$ cat config.mk
export PLATFORM = sky130hd
export DESIGN_NAME = dag_addr_gen
export DESIGN_NICKNAME = d
export VERILOG_FILES = /design/src/dag_pkg.sv /design/src/dag_addr_gen.sv /design/src/dag_direct_map.sv /design/src/dag_ptr_pair.sv
export SDC_FILE = /design/constraint.sdc
export NUM_CORES = 1
export LEC_CHECK = 0
export ABC_AREA = 1
export BUFFER_PORTS_ARGS = -buffer_cell sky130_fd_sc_hd__buf_2
export CAP_MARGIN = 20
export CORE_ASPECT_RATIO = 2
export CORE_MARGIN = 2
export CORE_UTILIZATION = 40
export CTS_CLUSTER_DIAMETER = 80
export DETAILED_ROUTE_END_ITERATION = 10
export SYNTH_ARGS = -nofsm -noshare
export SYNTH_HDL_FRONTEND = slang
export SYNTH_SLANG_ARGS = --single-unit
$ cat constraint.sdc
create_clock -name i_mclk -period 7.45 [get_ports i_mclk]
set_input_delay 0.3725 -clock i_mclk [delete_from_list [all_inputs] [get_ports i_mclk]]
set_output_delay 0.3725 -clock i_mclk [all_outputs]
set_load 0.02 [all_outputs]
$ cat src/dag_pkg.sv
/*
  Shared constants, types and decode functions for the data-memory address generator.
  Assumes a 12-bit data space, 8-bit data and three pointer pairs.
*/
`default_nettype none
package dag_pkg;

  localparam int NUM_PAIRS = 3;
  localparam int NUM_SLOTS = 5;

  typedef logic [11:0] dag_addr_t;
  typedef logic [7:0]  dag_byte_t;

  // virtual operand block of each pair: plain at base, the rest below it
  localparam dag_addr_t PAIR_BASE [0:NUM_PAIRS-1] = '{12'hFEF, 12'hFE7, 12'hFDF};
  localparam dag_addr_t SECOND_PLAIN_ADDR = 12'hFE7;
  localparam dag_addr_t LO_OFS            = 12'h002;
  localparam dag_addr_t HI_OFS            = 12'h003;

  localparam dag_addr_t PTR_RESET    = 12'h000;
  localparam dag_addr_t PTR_STEP     = 12'h001;
  localparam dag_byte_t IDX_LIMIT    = 8'h5F;
  localparam dag_byte_t ACC_SPLIT    = 8'h80;
  localparam logic [3:0] BANK_TOP    = 4'hF;
  localparam logic [3:0] BANK_ZERO   = 4'h0;
  localparam dag_byte_t READ_BLOCKED = 8'h00;
  localparam dag_byte_t BYTE_RESET   = 8'h00;
  localparam int        FRAME_PAIR   = 2;

  typedef enum logic [2:0] {
    SLOT_PLAIN, SLOT_ACCESS_THEN_LOWER_OPERAND, SLOT_ACCESS_THEN_RAISE_OPERAND, SLOT_RAISE_THEN_ACCESS_OPERAND, SLOT_ACCUMULATOR_INDEXED_OPERAND
  } dag_slot_t;

  typedef enum logic [2:0] {
    POP_HOLD, POP_DEC, POP_INC, POP_LOAD_LO, POP_LOAD_HI
  } dag_pop_t;

  typedef enum logic {RSRC_RAM, RSRC_LOCAL} dag_rsrc_t;

  typedef struct packed {
    logic      write;
    logic      acc_sel;
    dag_byte_t file;
    dag_byte_t wdata;
  } dag_req_t;

  typedef struct packed {
    dag_addr_t addr;
    logic      re;
    logic      we;
    dag_byte_t wdata;
  } dag_mem_t;

  typedef struct packed {
    logic      hit;
    logic [1:0] pair;
    dag_slot_t slot;
  } dag_vdec_t;

  typedef struct packed {
    logic       hit;
    logic [1:0] pair;
    logic       hi;
  } dag_pdec_t;

  function automatic dag_vdec_t virt_decode(input dag_addr_t a);
    virt_decode = '{hit: 1'b0, pair: 2'h0, slot: SLOT_PLAIN};
    for (int p = 0; p < NUM_PAIRS; p++) begin
      for (int s = 0; s < NUM_SLOTS; s++) begin
        if (a == PAIR_BASE[p] - 12'(s)) begin
          virt_decode = '{hit: 1'b1, pair: 2'(p), slot: dag_slot_t'(s)};
        end
      end
    end
  endfunction : virt_decode

  function automatic dag_pdec_t ptr_decode(input dag_addr_t a);
    ptr_decode = '{hit: 1'b0, pair: 2'h0, hi: 1'b0};
    for (int p = 0; p < NUM_PAIRS; p++) begin
      if (a == PAIR_BASE[p] + LO_OFS) ptr_decode = '{hit: 1'b1, pair: 2'(p), hi: 1'b0};
      if (a == PAIR_BASE[p] + HI_OFS) ptr_decode = '{hit: 1'b1, pair: 2'(p), hi: 1'b1};
    end
  endfunction : ptr_decode

endpackage : dag_pkg
`default_nettype wire

$ cat src/dag_addr_gen.sv
/*
  Data-memory address generator: pointer pairs, virtual operands, indexed
  literal offset and the memory request toward data RAM.
  Assumes the core presents at most one data access per cycle and that the
  RAM answers a read combinationally in the same cycle as the request.
*/
`timescale 1ns/1ns
`default_nettype none
// Function
// RULE1: access-then-lower uses pointer, then decrements
// RULE2: access-then-raise uses pointer, then increments
// RULE3: raise-then-access increments, then uses pointer
// RULE4: indexed operand adds signed working register
// RULE5: plain and indexed operands change nothing
// RULE6: steps carry across the whole pair
// RULE7: pointer steps leave status flags alone
// RULE8: indirect read of virtual operand gives zero
// RULE9: indirect write to virtual operand is ignored
// RULE10: write to own pair stores without stepping
// RULE11: extended, forced access, field to 5Fh indexes
// RULE12: indexed address is frame pointer plus field
// RULE13: forced access high fields map bank 0/15
// RULE14: select bit set means banked direct addressing
// RULE15: inherent and literal operations are unaffected
// RULE16: extended mode leaves other pointers unchanged
// RULE17: low 96 access locations form frame window
// RULE18: remapping only for indexed literal offset
// RULE19: pointer is 12 bits, high nibble unused
// RULE20: indirect access ignores bank and select bit
// RULE21: indexed sum wraps, enable is static
// RULE22: pointer update lands in the access cycle
module dag_addr_gen
  import dag_pkg::*;
(
  // clock and reset
  input  wire logic       i_mclk,
  input  wire logic       i_resetn,
  // configuration
  input  wire logic       i_ext_enable,
  // access request from the core
  input  wire logic       i_req_valid,
  input  wire dag_req_t   i_req,
  input  wire logic [3:0] i_bank_sel,
  input  wire dag_byte_t  i_wreg,
  // data RAM port
  output dag_mem_t        o_mem,
  input  wire dag_byte_t  i_mem_rdata,
  // read answer to the core
  output dag_byte_t       o_rdata,
  output logic            o_rdata_valid,
  // pointer pairs
  output dag_addr_t [NUM_PAIRS-1:0] o_ptrs
);

  dag_addr_t ptr_w [0:3];
  dag_pop_t  pop_w [0:NUM_PAIRS-1];

  // direct address of the request
  wire dag_addr_t dir_addr;
  wire logic      dir_indexed;

  dag_direct_map u_map (
    .i_acc_sel    (i_req.acc_sel),
    .i_file       (i_req.file),
    .i_bank_sel   (i_bank_sel),
    .i_ext_enable (i_ext_enable),
    .i_frame_ptr  (ptr_w[FRAME_PAIR]),
    .o_indexed    (dir_indexed),
    .o_addr       (dir_addr)
  );

  // virtual operand resolution; bank and select bit act only through the direct address
  wire dag_vdec_t vdec    = virt_decode(dir_addr);
  wire dag_addr_t sel_ptr = ptr_w[vdec.pair];
  wire dag_addr_t sext_w  = {{4{i_wreg[7]}}, i_wreg};
  wire dag_addr_t tgt_addr =
    (vdec.slot == SLOT_RAISE_THEN_ACCESS_OPERAND) ? sel_ptr + PTR_STEP :   // [RULE3]
    (vdec.slot == SLOT_ACCUMULATOR_INDEXED_OPERAND)  ? sel_ptr + sext_w   :   // [RULE4]
                                 sel_ptr;               // [RULE1] [RULE2] [RULE20]
  wire dag_addr_t eff_addr = vdec.hit ? tgt_addr : dir_addr;

  // pointer aimed at another virtual operand
  wire dag_vdec_t tdec    = virt_decode(tgt_addr);
  wire logic      blocked = vdec.hit && tdec.hit;       // [RULE8] [RULE9]

  // pointer bytes live here, not in RAM
  wire dag_pdec_t pdec      = ptr_decode(eff_addr);
  wire logic      ptr_hit   = i_req_valid && pdec.hit && !blocked;
  wire logic      ptr_wr    = ptr_hit && i_req.write;
  wire logic      own_clash = vdec.hit && ptr_wr && (pdec.pair == vdec.pair); // [RULE10]
  wire logic      steps     = i_req_valid && vdec.hit && !own_clash;
  wire dag_byte_t ptr_byte  = pdec.hi ? {4'h0, ptr_w[pdec.pair][11:8]} :    // [RULE19]
                                        ptr_w[pdec.pair][7:0];

  // RAM request
  wire logic      ram_go   = i_req_valid && !blocked && !pdec.hit;
  wire dag_mem_t  mem_d    = '{addr: eff_addr, re: ram_go && !i_req.write,
                               we: ram_go && i_req.write, wdata: i_req.wdata};
  wire logic      rd_issue = i_req_valid && !i_req.write;
  wire dag_rsrc_t rsrc_d   = ram_go ? RSRC_RAM : RSRC_LOCAL;
  wire dag_byte_t local_d  = blocked ? READ_BLOCKED : ptr_byte;  // [RULE8]

  assign ptr_w[3] = PTR_RESET;

  genvar n;
  generate
    for (n = 0; n < NUM_PAIRS; n++) begin : g_pair
      wire logic load_me = ptr_wr && (pdec.pair == 2'(n));
      wire logic step_me = steps && (vdec.pair == 2'(n));
      // only the stepped pair and the loaded pair move; others hold in any mode
      assign pop_w[n] =                                          // [RULE16]
        load_me ? (pdec.hi ? POP_LOAD_HI : POP_LOAD_LO) :       // [RULE10]
        !step_me ? POP_HOLD :
        (vdec.slot == SLOT_ACCESS_THEN_LOWER_OPERAND) ? POP_DEC :                  // [RULE1]
        (vdec.slot == SLOT_ACCESS_THEN_RAISE_OPERAND || vdec.slot == SLOT_RAISE_THEN_ACCESS_OPERAND) ?
          POP_INC : POP_HOLD;                                    // [RULE2] [RULE3] [RULE5]

      dag_ptr_pair u_ptr (
        .i_mclk   (i_mclk),
        .i_resetn (i_resetn),
        .i_op     (pop_w[n]),                                    // [RULE22]
        .i_wdata  (i_req.wdata),
        .o_ptr    (ptr_w[n])
      );

      assign o_ptrs[n] = ptr_w[n];
    end
  endgenerate

  // read answer pipeline
  logic      rd_pend_q;
  dag_rsrc_t rsrc_q;
  dag_byte_t local_q;

  // no request, no change: inherent and literal work never reaches here
  always_ff @(posedge i_mclk or negedge i_resetn) begin
    if (!i_resetn) begin
      o_mem     <= '0;
      rd_pend_q <= 1'b0;
      rsrc_q    <= RSRC_RAM;
      local_q   <= BYTE_RESET;
    end else begin
      o_mem     <= mem_d;                                        // [RULE15]
      rd_pend_q <= rd_issue;
      rsrc_q    <= rsrc_d;
      local_q   <= local_d;
    end
  end

  wire dag_byte_t rdata_d = (rsrc_q == RSRC_RAM) ? i_mem_rdata : local_q;

  always_ff @(posedge i_mclk or negedge i_resetn) begin
    if (!i_resetn) begin
      o_rdata       <= BYTE_RESET;
      o_rdata_valid <= 1'b0;
    end else begin
      o_rdata       <= rdata_d;
      o_rdata_valid <= rd_pend_q;
    end
  end

  wire logic via_slot  = i_req_valid && vdec.hit && !blocked && !pdec.hit && !own_clash;
  wire logic is_access_then_lower_operand = via_slot && vdec.slot == SLOT_ACCESS_THEN_LOWER_OPERAND;
  wire logic is_access_then_raise_operand = via_slot && vdec.slot == SLOT_ACCESS_THEN_RAISE_OPERAND;
  wire logic is_raise_then_access_operand  = via_slot && vdec.slot == SLOT_RAISE_THEN_ACCESS_OPERAND;
  wire logic is_accumulator_indexed_operand   = via_slot && vdec.slot == SLOT_ACCUMULATOR_INDEXED_OPERAND;
  wire logic is_direct  = i_req_valid && !vdec.hit && !pdec.hit;
  wire logic is_plain   = via_slot && vdec.slot == SLOT_PLAIN;
  wire logic is_forced  = is_direct && !i_req.acc_sel && !dir_indexed;
endmodule : dag_addr_gen
`default_nettype wire

$ cat src/dag_direct_map.sv
/*
  Forms the data address of a file-field access: banked, access bank or indexed.
  Assumes the extended-set enable is static while requests run.
*/
`timescale 1ns/1ns
`default_nettype none
module dag_direct_map
  import dag_pkg::*;
(
  // instruction fields
  input  wire logic       i_acc_sel,
  input  wire dag_byte_t  i_file,
  input  wire logic [3:0] i_bank_sel,
  // configuration and frame pointer
  input  wire logic       i_ext_enable,
  input  wire dag_addr_t  i_frame_ptr,
  // resolved address
  output logic            o_indexed,
  output dag_addr_t       o_addr
);

  wire dag_addr_t banked_addr  = {i_bank_sel, i_file};                      // [RULE14]
  wire dag_addr_t access_addr  = (i_file >= ACC_SPLIT) ?
                                 {BANK_TOP, i_file} : {BANK_ZERO, i_file};  // [RULE13]
  wire dag_addr_t indexed_addr = i_frame_ptr + {4'h0, i_file};              // [RULE12] [RULE21]

  assign o_indexed = i_ext_enable && !i_acc_sel && (i_file <= IDX_LIMIT);   // [RULE11] [RULE17]
  assign o_addr    = i_acc_sel ? banked_addr :                              // [RULE18]
                     o_indexed ? indexed_addr : access_addr;

endmodule : dag_direct_map
`default_nettype wire

$ cat src/dag_ptr_pair.sv
/*
  One 12-bit pointer pair with byte loads and whole-pair steps.
  Assumes the caller issues at most one operation per cycle.
*/
`timescale 1ns/1ns
`default_nettype none
module dag_ptr_pair
  import dag_pkg::*;
(
  // clock and reset
  input  wire logic      i_mclk,
  input  wire logic      i_resetn,
  // operation
  input  wire dag_pop_t  i_op,
  input  wire dag_byte_t i_wdata,
  // pointer value
  output var  dag_addr_t o_ptr
);

  always_ff @(posedge i_mclk or negedge i_resetn) begin
    if (!i_resetn) begin
      o_ptr <= PTR_RESET;
    end else begin
      unique case (i_op)
        POP_HOLD:    o_ptr <= o_ptr;
        POP_DEC:     o_ptr <= o_ptr - PTR_STEP;      // [RULE6] [RULE7]
        POP_INC:     o_ptr <= o_ptr + PTR_STEP;      // [RULE6] [RULE7]
        POP_LOAD_LO: o_ptr <= {o_ptr[11:8], i_wdata};
        POP_LOAD_HI: o_ptr <= {i_wdata[3:0], o_ptr[7:0]}; // [RULE19]
        default:     o_ptr <= o_ptr;
      endcase
    end
  end

endmodule : dag_ptr_pair
`default_nettype wire

==> Word-level counts from Yosys, hierarchy flattened <==
Cells that the tools add are included.
{ "word_totals": {"register_bits": 77, "in_bits": 42, "elab_cells": 198} }
{ "op_classes": {"n_addsub": 9, "n_lt_le_gt_ge": 4, "eq_ne": 57, "muxes": 64, "bitwise_logic": 8, "reduce_logical": 41} }
{ "op_table": {"columns": ["cell", "n"], "rows": [
  ["$eq A12 B12 Y1 const B", 36],
  ["$mux W6", 30],
  ["$pmux W12 S4", 3],
  ["$mux W12", 10],
  ["$add A12 B1 Y12 const B", 4],
  ["$bmux W12 S2", 2],
  ["$sub A12 B1 Y12 const B", 3],
  ["$eq A3 B2 Y1 const B", 8],
  ["$mux W4", 6],
  ["$mux W8", 3],
  ["$logic_and A1 B1 Y1", 21],
  ["$mux W3", 6],
  ["$reduce_bool A3 Y1", 6],
  ["$add A12 B12 Y12", 1],
  ["$add A12 B8 Y12", 1],
  ["$eq A3 B1 Y1 const B", 4],
  ["$eq A3 B3 Y1 const B", 4],
  ["$reduce_and A2 Y1", 6],
  ["$ge A8 B8 Y1 const B", 1],
  ["$le A8 B7 Y1 const B", 1],
  ["$ge A3 B3 Y1 const B", 2],
  ["$mux W2", 3],
  ["$not A1 Y1", 6],
  ["$not A2 Y3", 2],
  ["other kinds (7)", 14]
]} }

==> Logic depth before layout (Yosys ltp) <==
Gate-level depths: netlist of the first run.
{ "depth": {"depth_word": 58, "ltp_mapped": 68, "ltp_nobuf": 67} }

==> Hierarchy <==
A second synthesis of the first run with hierarchy kept.
{ "hier_totals": {"hier_cells": 1374, "hier_area_um2": 8750.9} }
{ "by_module_without_submodules": {"columns": ["module", "n_inst", "cells_per_inst", "area_each_um2", "seq_area_each_um2"], "rows": [
  ["dag_addr_gen", 1, 645, 4234.1, 1026.0],
  ["dag_ptr_pair", 3, 196, 1255.0, 300.3],
  ["dag_direct_map", 1, 141, 752.0, 0.0]
]} }

==> Worst setup path after synthesis of the first run <==
Ideal clock, no wire load.
{ "synth_path": {"kind": "register to register", "startpoint": "register g_pair[2].u_ptr.o_ptr[0]", "endpoint": "register g_pair[1].u_ptr.o_ptr[11]", "setup_time_ns": 0.117, "t_arrival_ns": 7.587, "slack_ns": -0.254, "stages_incl_launch_ff": 65, "n_path_buf": 1, "period_less_slack_ns": 7.704, "cell_sequence": "dfrtp_1 > ha_1 > inv_1 > fa_1 > inv_1 > nand2_1 > nand2_1 > nand2_1 > nand2_1 > nand2_1 > o21ai_2 > nand3_2 > nor2_2 > nand4_1 > nand2_4 > buf_8 > nand2_2 > nand2_1 > [... 29 more ...] > a21oi_1 > o21ai_0 > nand2_1 > nand2_1 > a21oi_1 > o21ai_0 > nand2_1 > inv_1 > nor2_1 > o21bai_1 > xor2_1 > inv_1 > nand2_1 > nand2_1 > nand2_1 > nand2_1 > nand2_1 > nand2_1"} }
{ "synth_via": {"elab_cells_between_ends": 117} }
{ "synth_lines": {"columns": ["item", "line", "rtl"], "rows": [
  ["start: declaration", "dag_ptr_pair.sv:17", "output var dag_addr_t o_ptr"],
  ["start signal: assignment", "dag_ptr_pair.sv:25", "POP_HOLD: o_ptr <= o_ptr;"],
  ["start signal: assignment", "dag_ptr_pair.sv:26", "POP_DEC: o_ptr <= o_ptr - PTR_STEP;"],
  ["start signal: assignment", "dag_ptr_pair.sv:27", "POP_INC: o_ptr <= o_ptr + PTR_STEP;"],
  ["$add A12 B8 Y12", "dag_direct_map.sv:25", "wire dag_addr_t indexed_addr = i_frame_ptr + {4'h0, i_file};"],
  ["$mux W12", "dag_direct_map.sv:29", "o_indexed ? indexed_addr : access_addr;"],
  ["$mux W12", "dag_direct_map.sv:28", "assign o_addr = i_acc_sel ? banked_addr :"],
  ["$eq A12 B12 Y1", "dag_pkg.sv:70", "if (a == PAIR_BASE[p] - 12'(s)) begin"],
  ["$mux W6 (14 in a row)", "dag_pkg.sv:70", null],
  ["$not A2 Y3 (not written as such)", "dag_addr_gen.sv:74", "wire dag_addr_t sel_ptr = ptr_w[vdec.pair];"],
  ["$bmux W12 S2", "dag_addr_gen.sv:74", null],
  ["$mux W12 (not written as such) (2 in a row)", "dag_addr_gen.sv:74", null],
  ["[... 4 more ...]", null, null],
  ["named net eff_addr[10]", "dag_addr_gen.sv:80", "wire dag_addr_t eff_addr = vdec.hit ? tgt_addr : dir_addr;"],
  ["[... 12 more ...]", null, null],
  ["$logic_not A1 Y1", null, null],
  ["$logic_and A1 B1 Y1", "dag_addr_gen.sv:91", "wire logic steps = i_req_valid && vdec.hit && !own_clash;"],
  ["$logic_and A1 B1 Y1", "dag_addr_gen.sv:109", "wire logic step_me = steps && (vdec.pair == 2'(n));"],
  ["$mux W3", "dag_addr_gen.sv:113", "!step_me ? POP_HOLD :"],
  ["$mux W3 *", "dag_addr_gen.sv:112", "load_me ? (pdec.hi ? POP_LOAD_HI : POP_LOAD_LO) :"],
  ["$eq A3 B1 Y1 (tied with other cells)", "dag_ptr_pair.sv:24", "unique case (i_op)"],
  ["$reduce_bool A3 Y1 (no line) / $not A1 Y1 (equally long branches)", null, null],
  ["$reduce_and A2 Y1 (no line)", null, null],
  ["end signal: assignment", "dag_ptr_pair.sv:25", null],
  ["end signal: assignment", "dag_ptr_pair.sv:26", null],
  ["end signal: assignment", "dag_ptr_pair.sv:27", null],
  ["end: declaration", "dag_ptr_pair.sv:17", null]
]} }
Mark *: on every way through the listed nets, which the timed path passes. The rest lies on a longest branch. The select of a mux whose other input is x is not followed.
A chain may end at the register's enable or synchronous reset.

==> Final worst setup path of the first run <==
{ "layout_path": {"startpoint": "register g_pair[2].u_ptr.o_ptr[0]", "endpoint": "register g_pair[1].u_ptr.o_ptr[11]"} }
{ "layout_via": {"elab_chain_cells": 55, "elab_cells_between_ends": 117} }
{ "layout_lines": {"columns": ["item", "line"], "rows": [
  ["$add A12 B8 Y12", "dag_direct_map.sv:25"],
  ["$mux W12", "dag_direct_map.sv:29"],
  ["$mux W12", "dag_direct_map.sv:28"],
  ["$eq A12 B12 Y1", "dag_pkg.sv:70"],
  ["$mux W6 (14 in a row)", "dag_pkg.sv:70"],
  ["$not A2 Y3 (not written as such)", "dag_addr_gen.sv:74"],
  ["$bmux W12 S2", "dag_addr_gen.sv:74"],
  ["$mux W12 (not written as such) (2 in a row)", "dag_addr_gen.sv:74"],
  ["[... 25 more ...]", null],
  ["$logic_not A1 Y1", null],
  ["$logic_and A1 B1 Y1", "dag_addr_gen.sv:91"],
  ["$logic_and A1 B1 Y1", "dag_addr_gen.sv:109"],
  ["$mux W3", "dag_addr_gen.sv:113"],
  ["$mux W3 *", "dag_addr_gen.sv:112"],
  ["$eq A3 B1 Y1 (tied with other cells)", "dag_ptr_pair.sv:24"],
  ["$reduce_bool A3 Y1 (no line) / $not A1 Y1 (equally long branches)", null],
  ["$reduce_and A2 Y1 (no line)", null]
]} }
Every way passes the cells marked *; elsewhere a longest branch is shown, timed or not. The select of a mux whose other input is x is not followed.

==> results of run 1 <==
==> what timing repair did <==
action / CTS / global route
hold buffers: 1 / 0
cloned: 0 / 0
endpoints found under the setup margin: 10 / 19
pin swaps: 26 / 62
resized for setup: 39 / 124
endpoints found under the hold margin: 12 / 0
buffers inserted: 13 / 23
==> per-stage QoR <==
step                utilization, %  worst slack, ns  instances
finish                        57.5            0.107       1690
global route                  57.5           -0.474       1690
CTS                           53.8          0.00184       1667
detailed placement            50.9           -0.464       1637
global placement              50.9           -0.388       1637
floorplan                        -          -0.0276       1127
==> per-layer routing <==
layer / global-route usage, % / part of all wire (%) / vias up / wire length [µm]
met5: 0 / 0 / - / 0
met2: 52.0 / 55 / 239 / 16000
li1: - / - / 4256 / -
met1: 26.6 / 33 / 3987 / 9520
met3: 3.28 / 2.6 / 120 / 743
met4: 20.8 / 8.8 / 0 / 2540
==> critical path, delay by kind of cell, from the launching register on <==
family / cells / cell delay [ns]
XOR/XNOR: 3 / 0.51
AO/OA/AOI/OAI: 10 / 1.15
AND/OR/NAND/NOR: 37 / 3.41
buffers and inverters: 8 / 0.81
adder cells (fa/ha/maj): 4 / 0.97
flip-flops: 1 / 0.38
==> cells by family after synthesis <==
logic type,count (synthesis),synth area share (%)
AOI/OAI and AO/OA,141,11.2
xor gates and xnor gates,34,3.80
and+or+nand+nor,626,40.1
muxes,8,1.15
adders and majority gates,55,9.26
buffers and inverters,186,9.90
DFF,77,24.6
==> cell type report <==
| type | instances | area, µm² |
|---|---|---|
| flip-flops and latches | 77 | 1930 |
| fillers | 1872 | 8200 |
| well taps | 259 | 324 |
| multi-input cells | 864 | 5790 |
| clock inverters | 7 | 62.6 |
| inverters | 169 | 641 |
| clock buffers | 9 | 225 |
| repair buffers | 305 | 2110 |
==> state kept, by name (all words and copies together), names as in the netlist <==
signal,flops
rsrc_q,1
local_q,8
o_mem,22
g_pair.u_ptr.o_ptr,36
o_rdata_valid,1
o_rdata,8
rd_pend_q,1
==> layout by cell type (no fill, tap or decap), drive strengths merged, types with 3 or more instances in the layout <==
cell,instances
ha,50
a21oi,49
mux2,8
nand3,105
o211ai,9
inv,172
or2,8
nor3,8
nand2,378
clkbuf,9
buf,304
xor2,21
a211oi,5
o22ai,14
and2,4
nand4,33
dfrtp,77
clkinv,3
o21ai,50
fa,5
xnor2,13
nor2,85
o221ai,5
==> worst max-delay path by stage <==
stage | endpoint | from | depth (start not counted) | slack, ns
6_report | g_pair[1].u_ptr.o_ptr[11]$_DFFE_PN0P_ | g_pair[2].u_ptr.o_ptr[0]$_DFFE_PN0P_ | 62 | 0.11
5_1_grt | g_pair[1].u_ptr.o_ptr[11]$_DFFE_PN0P_ | g_pair[2].u_ptr.o_ptr[0]$_DFFE_PN0P_ | 66 | -0.47
4_1_cts | g_pair[1].u_ptr.o_ptr[11]$_DFFE_PN0P_ | g_pair[2].u_ptr.o_ptr[0]$_DFFE_PN0P_ | 62 | 0.002
3_5_place_dp | g_pair[0].u_ptr.o_ptr[11]$_DFFE_PN0P_ | i_req[8] | 65 | -0.46
3_3_place_gp | g_pair[0].u_ptr.o_ptr[11]$_DFFE_PN0P_ | i_req[8] | 65 | -0.39
2_1_floorplan | g_pair[1].u_ptr.o_ptr[11]$_DFFE_PN0P_ | g_pair[2].u_ptr.o_ptr[0]$_DFFE_PN0P_ | 65 | -0.03
==> power by group through the flow <==
stage	clock network (mW)	logic (mW)	registers (mW)
after floorplan	0	0.0973	0.459
after global placement	0	0.211	0.445
after detailed placement	0	0.212	0.445
after CTS	0.443	0.220	0.437
after global routing	0.465	0.260	0.438
final	0.438	0.240	0.437
==> results by stage, run 1 <==
Synthesis:
- Ranked by total cell area, the synthesized netlist is headed by sky130_fd_sc_hd__dfrtp_1 25%, sky130_fd_sc_hd__nand2_1 16%, sky130_fd_sc_hd__ha_1 8.0%.
- The portion of synthesized cell area occupied by the leading cell type is 24.6%.
- The commonest cells after synthesis are 328 x sky130_fd_sc_hd__nand2_1, 145 x sky130_fd_sc_hd__inv_1, 87 x sky130_fd_sc_hd__nand3_1.
- After synthesis, the share of flip-flops with an asynchronous set or reset is 100%.
- Among all flip-flop cells after synthesis, the most frequent one is sky130_fd_sc_hd__dfrtp_1.
- The count of warnings emitted by yosys is 0.
- The synthesized flop and latch total is 77.
- A synthesized cell averages 6.95 µm².
- The cell taking the most area after synthesis is sky130_fd_sc_hd__dfrtp_1.
- Counting every net in the synthesized netlist gives 1224.
- The count of unique library cells instantiated by Yosys is 56.
- The synthesized cell area is 7830 µm².
- The synthesized instance count is 1127.
- The number of synthesized flops with an enable pin is 0.
- The share of the Yosys chip area taken by registers is 24.6%.
- The most common cell in the netlist is sky130_fd_sc_hd__nand2_1.

Drt:
- In this run, the number of DRC markers left after iteration 0 of detailed routing was 374.
- The detail-routed via count per cell is 5.09.
- Before antenna repair, the detailed router went through 5 iterations.
- In the routed design, unresolved DRC markers number 0.
- The post-route antenna net violation count is 0.
- For this block, the routed nets add up to 28800 µm of wire.
- In the final routed layout, each cell accounts on average for 17.0 µm.
- The overall via count from detail_route is 8602.

Finish:
- The antenna diode count is 0.
- The final layout contains 1523 nets.
- The share of cells above drive strength 1 is 41.2%.
- The final design area excluding fillers is 11100 µm².
- The layout-stage area growth over the synthesis result is 41.4%.

Placement:
- In this run the tool buffered the top-level ports with 108 buffer cells.
- The final estimated routing congestion in global placement is 0.939.
- The detailed-placement wirelength estimate is 23100 µm.
- The post-detailed-placement cell area is 9810 µm².

Floorplanning:
- In this run the standard cell core region covers 19300 µm².
- From left edge to right edge, the die measures 103 µm.
- The area enclosed by the die boundary is 20800 µm².
- The top-level I/O count is 109.
- In this run the core area contains 72 standard-cell rows.
- The initial core utilization is 40.6%.
- From bottom edge to top edge, the die measures 202 µm.

Timing:
- Setup repair after global routing could not meet its margin everywhere.
- The final-layout worst hold slack is 0.230 ns.
- The final critical path time including I/O delays and setup is 7.34 ns.
- In the finished design, the share of the clock period the worst path needs comes to 98.6%.
- At the pin with the least slew margin, the transition time is 0.861 ns.
- The count of final hold-check violations came to 0.
- The number of setup violations in the final report is 0.
- In the final timing run, aggregate negative setup slack is 0 ns.
- For this run, the top clock speed supported by timing is 0.136 GHz.
- For the final database, setup skew stands at 0.00539 ns.
- The relative slew slack is 42.6%.
- The final-report max-slew violation count is 0.

Clocking:
- The total clock buffers created by CTS is 9.
- The clock reaches the later pin of the worst-skew pair after 0.35 ns.
- The number of sinks on the clock net is 77.
- In this run the deepest clock path goes through 2 buffers.
- TritonCTS built the clock tree.
- The CTS clock-pin slew for the worst setup and hold paths is 0.06 ns.
- The deepest level of the CTS H-tree is 3.
- The clock tree root driver cell is sky130_fd_sc_hd__clkbuf_16.

Global route:
- The largest net degree at the start of global routing is 66.
- Global routing consumed, over all layers together, 27.9% of the routing resources.
- The number of antenna violations at the first check in global routing was 0.
- Global routing finished with a remaining overflow of 0.
- The via count of the first global-routing pass came to 8816.
- The wire length of the first global-routing pass is 44000 µm.

Power:
- The completed layout was analyzed and its total power is 1.11 mW.
- The relative contribution of sequential cells to total power is 39.2%.
- The peak supply drop is 0.153 mV.
- The power density over the cells is 101 nW/µm².
- The internal power of the cells totals 0.766 mW.
- The clock network burns 39.3% of the power.
- The switching fraction of total power is 31.3%.
- The leakage power is 6.00 nW.
- Combinational logic burns 21.5% of the power.
- The switching power is 0.349 mW.

Worst hold path:
- The instance count along the most critical hold path is 1.
- The tightest min-delay check is of the in -> reg type.
- The source of the worst hold timing path is i_req[4].
- The path with the worst hold slack has its endpoint at o_mem[4]$_DFF_PN0_.

Worst setup path:
- The endpoint identified for the worst register-to-register timing path is g_pair[1].u_ptr.o_ptr[11]$_DFFE_PN0P_.
- The worst register-to-register path has a setup slack of 0.11 ns.
- The cell seen most often among critical-path stages is sky130_fd_sc_hd__nand2_1.
- Among all stages on the critical path, the largest delay is contributed by sky130_fd_sc_hd__dfrtp_2.
- The worst setup path is captured at a flop.
- By startpoint and endpoint, the worst setup path is classified as reg -> reg.
- The biggest cell delay along the critical path is 0.38 ns.
- The worst register-to-register path begins at g_pair[2].u_ptr.o_ptr[0]$_DFFE_PN0P_.
- Measured in cells, the most critical reg-to-reg path has a length of 62.
- The data required time at the worst endpoint is 7.70 ns.
- The arrival time at the worst endpoint is 7.59 ns.
- Of all nets on the critical path, the largest fanout is 6.
- The launching element type of the critical path is a flop.

Run:
- Max-cap violations in this run came to 0.

Status:
- The flow ran to the end, and the final reports show no timing, DRC or antenna violations.
Power figures use the tool's default switching activity.
==> run 2, diff against run 1 <==
--- a/config.mk
+++ b/config.mk
@@ -15,4 +15,5 @@
 export DETAILED_ROUTE_END_ITERATION = 10
 export SYNTH_ARGS = -nofsm -noshare
 export SYNTH_HDL_FRONTEND = slang
+export SYNTH_HIERARCHICAL = 1
 export SYNTH_SLANG_ARGS = --single-unit
==> run 2 against run 1 <==
  * Die area up 11%
  * Clock power about the same
  * Non-clock buffer count down 39
  * Largest cell class unchanged
==> results by stage, run 2 <==
Synthesis:
- The dominant combinational cell family by area after synthesis is simple AND/OR/NAND/NOR gates.
- The synthesized flop and latch total is 77 (unchanged).
- The count of warnings emitted by yosys is 6 (+6).
- The synthesized instance count was 1374 (+22%).
- In the synthesized netlist, the cells that appear most often are 362 x sky130_fd_sc_hd__nand2_1, 185 x sky130_fd_sc_hd__inv_1, 137 x sky130_fd_sc_hd__nand3_1.
- Among all cell types in the netlist, the one instantiated most often is sky130_fd_sc_hd__nand2_1.
- After synthesis, the cell types taking the most area are sky130_fd_sc_hd__dfrtp_1 22%, sky130_fd_sc_hd__nand2_1 16%, sky130_fd_sc_hd__inv_1 7.9%.
- The biggest area contributor in the post-synthesis netlist is sky130_fd_sc_hd__dfrtp_1.
- The post-synthesis net count is 1471 (+20%).
- The fraction of the mapped netlist area in simple logic gates is 43.6% (+3.5 points).
- The xor and xnor fraction of the mapped netlist area is 1.20% (-2.6 points).
- The portion of synthesized cell area occupied by the leading cell type is 22.0% (-2.6 points).
- The synthesized area per cell is 6.37 µm² (-8.4%).
- The share of the yosys chip area belonging to registers is 22.0% (-2.6 points).
- The count of unique library cells instantiated by Yosys is 55 (-1.8%).
- The post-synthesis share of cell area spent on full adders, half adders and majority gates is 8.29% (-0.97 points).
- The post-synthesis compound-gate area fraction came to 12.9% (+1.6 points).
- In the synthesized netlist the dominant register cell turns out to be sky130_fd_sc_hd__dfrtp_1.
- The synthesized cell area is 8750 µm² (+12%).
- The post-synthesis mux area share is 1.03% (-0.12 points).
- The proportion of synthesized flip-flops having asynchronous set or reset is 100% (unchanged).
- The number of synthesized flops with an enable pin was 0 (unchanged).

Worst setup path:
- The critical path is of the reg -> reg type.
- The most numerous cell type found on the critical path is sky130_fd_sc_hd__nand2_1.
- The largest fanout of any net on the critical path came to 6 (unchanged).
- The launching element type of the critical path is a flop.
- The register-to-register setup slack is 0.31 ns (+0.21 ns).
- The highest-delay cell along the critical path is sky130_fd_sc_hd__dfrtp_1.
- The data required time at the worst endpoint was 7.70 ns (about the same).
- The kind of end point of the critical path is a flop.
- The biggest cell delay along the critical path is 0.41 ns (+0.03 ns).
- The arrival time at the worst endpoint was 7.38 ns (-0.21 ns).

Power:
- The power density over the cells was 95.3 nW/µm² (-5.3%).
- The leakage power is 6.28 nW (+4.8%).
- The peak supply drop is 0.107 mV (-30%).

Drt:
- The detail-routed via count per cell came to 5.47 (+7.4%).
- The length of the first detailed-routing pass in iterations came to 6 (+1).
- The overall via count from detail_route is 10500 (+22%).
- The detailed-route wire length is 36100 µm (+25%).
- The final routed DRC violation total is 0 (unchanged).
- The average wire per cell in the routed design came to 18.8 µm (+11%).
- The post-route antenna net violation count is 0 (unchanged).
- The number of violations reported at the end of detailed-routing iteration 0 is 570 (+52%).

Timing:
- The count of final hold-check violations is 0 (unchanged).
- The clock skew after layout is 0.0129 ns (+0.00750 ns).
- The relative slew slack came to 45.0% (+2.4 points).
- The maximum clock frequency is 0.140 GHz (+2.9%).
- The final-report max-slew violation count came to 0 (unchanged).
- The final critical path time including I/O delays and setup is 7.14 ns (-0.207 ns).
- The transition time of the tightest slew-check pin is 0.825 ns (-0.0362 ns).
- The portion of the clock cycle consumed by the worst path in the final layout is 95.8% (-2.8 points).
- Setup repair after global routing could not meet its margin everywhere.
- The aggregate negative setup slack was 0 ns (unchanged).
- The number of setup violations in the final report is 0 (unchanged).

Placement:
- The detailed-placement wirelength estimate came to 28600 µm (+24%).
- The count of buffers from port buffering is 108 (unchanged).
- The number of cells after detailed placement is 1875 (+15%).
- The final estimated routing congestion in global placement is 0.970 (+3.3%).
- The post-detailed-placement cell area was 10600 µm² (+7.6%).

Floorplanning:
- The area of the core is 21500 µm² (+11%).
- The area enclosed by the die boundary is 23100 µm² (+11%).
- The standard-cell row count was 76 (+5.6%).
- The initial core utilization is 40.7% (+0.085 points).
- The horizontal die dimension is 109 µm (+5.5%).
- The top-level I/O count came to 109 (unchanged).
- The height of the die came to 213 µm (+5.6%).

Status:
- The run finished with clean final reports.

Clocking:
- The tree is rooted in a sky130_fd_sc_hd__clkbuf_16.
- TritonCTS built the clock tree.
- The clock latency on the worst-skew pair came to 0.37 ns (+0.02 ns).
- The worst-case clock buffer depth came to 2 (unchanged).
- The total clock buffers created by CTS is 9 (unchanged).
- The number of sinks on the clock net is 77 (unchanged).
- The CTS clock-pin slew for the worst setup and hold paths was 0.06 ns (about the same).
- The deepest level of the CTS H-tree is 3 (unchanged).

Global route:
- The final global-route overflow total is 0 (unchanged).
- The via count of the first global-routing pass is 10200 (+16%).
- The largest net degree at the start of global routing is 58 (-12%).
- The number of antenna violations at the first check in global routing came to 0 (unchanged).
- The wire length of the first global-routing pass is 53500 µm (+21%).
- The global-route usage over all layers is 31.0% (+3.1 points).

Finish:
- Leaving out fill and tap cells, the most frequent cells in the layout are 343 x sky130_fd_sc_hd__nand2_1, 181 x sky130_fd_sc_hd__inv_1, 150 x sky130_fd_sc_hd__buf_4.
- The final design area excluding fillers is 11800 µm² (+6.5%).
- The net total in the final layout came to 1733 (+14%).
- The antenna diode count is 0 (unchanged).
- The area growth from synthesis to layout is 34.9%.
- The largest registers in the layout are g_pair.u_ptr/o_ptr: 36 flops, o_mem: 22 flops.
- The number of flip-flops under the largest register name came to 36 (unchanged).
- The share of cells above drive strength 1 was 32.7% (-8.4 points).
- More flip-flops sit in one register than any other, and that register is g_pair.u_ptr/o_ptr.
- The library cell used most frequently in the layout, excluding fill and tap cells, is sky130_fd_sc_hd__nand2_1.
- The final instance count without filler cells came to 1914 (+13%).

Run:
- The count of maximum capacitance violations is 0 (unchanged).

Worst hold path:
- In this run the worst hold path is classified as in -> reg.
[run 2: changes by cell type after synthesis, moves of 12 or more]
cell                      before  now
sky130_fd_sc_hd__nand4_1      30   45
sky130_fd_sc_hd__a21oi_1      49   97
sky130_fd_sc_hd__nand2_1     328  362
sky130_fd_sc_hd__nand3_1      87  137
sky130_fd_sc_hd__nor2_1       61  133
sky130_fd_sc_hd__xor2_1       21    8
sky130_fd_sc_hd__or2_2         3   15
sky130_fd_sc_hd__inv_1       145  185
[run 2: through the flow]
stage	worst slack, ns	hold slack (ns)	power [mW]	util (%)
after floorplan	0.237	0.0769	0.568	-
after global placement	-0.126	0.261	0.666	49.1
after detailed placement	-0.206	0.270	0.667	49.1
after CTS	0.0183	0.187	1.11	50.7
after global routing	-0.156	0.195	1.17	54.9
final	0.313	0.197	1.12	54.9
[run 2: final timing paths]
kind | from | endpoint | depth (start not counted)
worst max register to register | g_pair[2].u_ptr/o_ptr[3]$_DFFE_PN0P_ | g_pair[1].u_ptr/o_ptr[7]$_DFFE_PN0P_ | 53
worst max-delay path | g_pair[2].u_ptr/o_ptr[3]$_DFFE_PN0P_ | g_pair[1].u_ptr/o_ptr[7]$_DFFE_PN0P_ | 53
worst min-delay path | i_req[17] | o_mem[9]$_DFF_PN0_ | 2
max in group asynchronous | i_resetn | o_mem[21]$_DFF_PN0_ | 3
worst min register to register | rd_pend_q$_DFF_PN0_ | o_rdata_valid$_DFF_PN0_ | 0
min in group asynchronous | i_resetn | o_mem[10]$_DFF_PN0_ | 2
[run 2: routing by layer]
| metal | part of all wire, % | vias up | GRT usage, % |
|---|---|---|---|
| met3 | 4.3 | 202 | 4.67 |
| met2 | 53 | 369 | 57.5 |
| li1 | - | 5031 | - |
| met4 | 11 | 0 | 26.9 |
| met5 | 0 | - | 0 |
| met1 | 32 | 4865 | 28.3 |
[run 2: worst max-delay path, delay by kind of cell (launching register included)]
kind,cells,cell delay (ns)
AND/OR/NAND/NOR,31,3.48
AO/OA/AOI/OAI,6,0.75
adder cells (fa/ha/maj),4,1.14
XOR/XNOR,1,0.08
buffers and inverters,11,1.15
flip-flops,1,0.41
[run 2: final cells by class]
type	count	area, µm²
Multi-Input combinational cell	1064	6590
Clock inverter	7	57.6
Inverter	218	823
Tap cell	273	342
Sequential cell	77	1930
Clock buffer	9	225
Timing Repair Buffer	266	1840
Fill cell	2241	9690
[run 2: repair_timing]
item,in CTS,in global routing
buffers inserted,2,15
gates cloned,0,5
pin swaps,1,26
hold endpoints to repair,20,0
resized for setup,3,138
hold buffers,1,0
setup endpoints to repair,27,34
[run 2: cell families (layout without fill, tap and decap cells)]
group / count (synthesis) / in the layout
XOR/XNOR: 12 / 12
adder cells (fa/ha/maj): 55 / 55
flip-flops: 77 / 77
buffers and inverters: 235 / 500
AND/OR/NAND/NOR: 802 / 803
AO/OA/AOI/OAI: 185 / 186
multiplexers: 8 / 8
[run 2: power by group]
part / total [mW] / leakage (nW) / switching, mW / internal, mW
Clock: 0.438 / 0.129 / 0.208 / 0.230
Combinational: 0.247 / 5.19 / 0.157 / 0.0900
Sequential: 0.440 / 0.969 / 0.00905 / 0.431
Total: 1.12 / 6.28 / 0.374 / 0.751
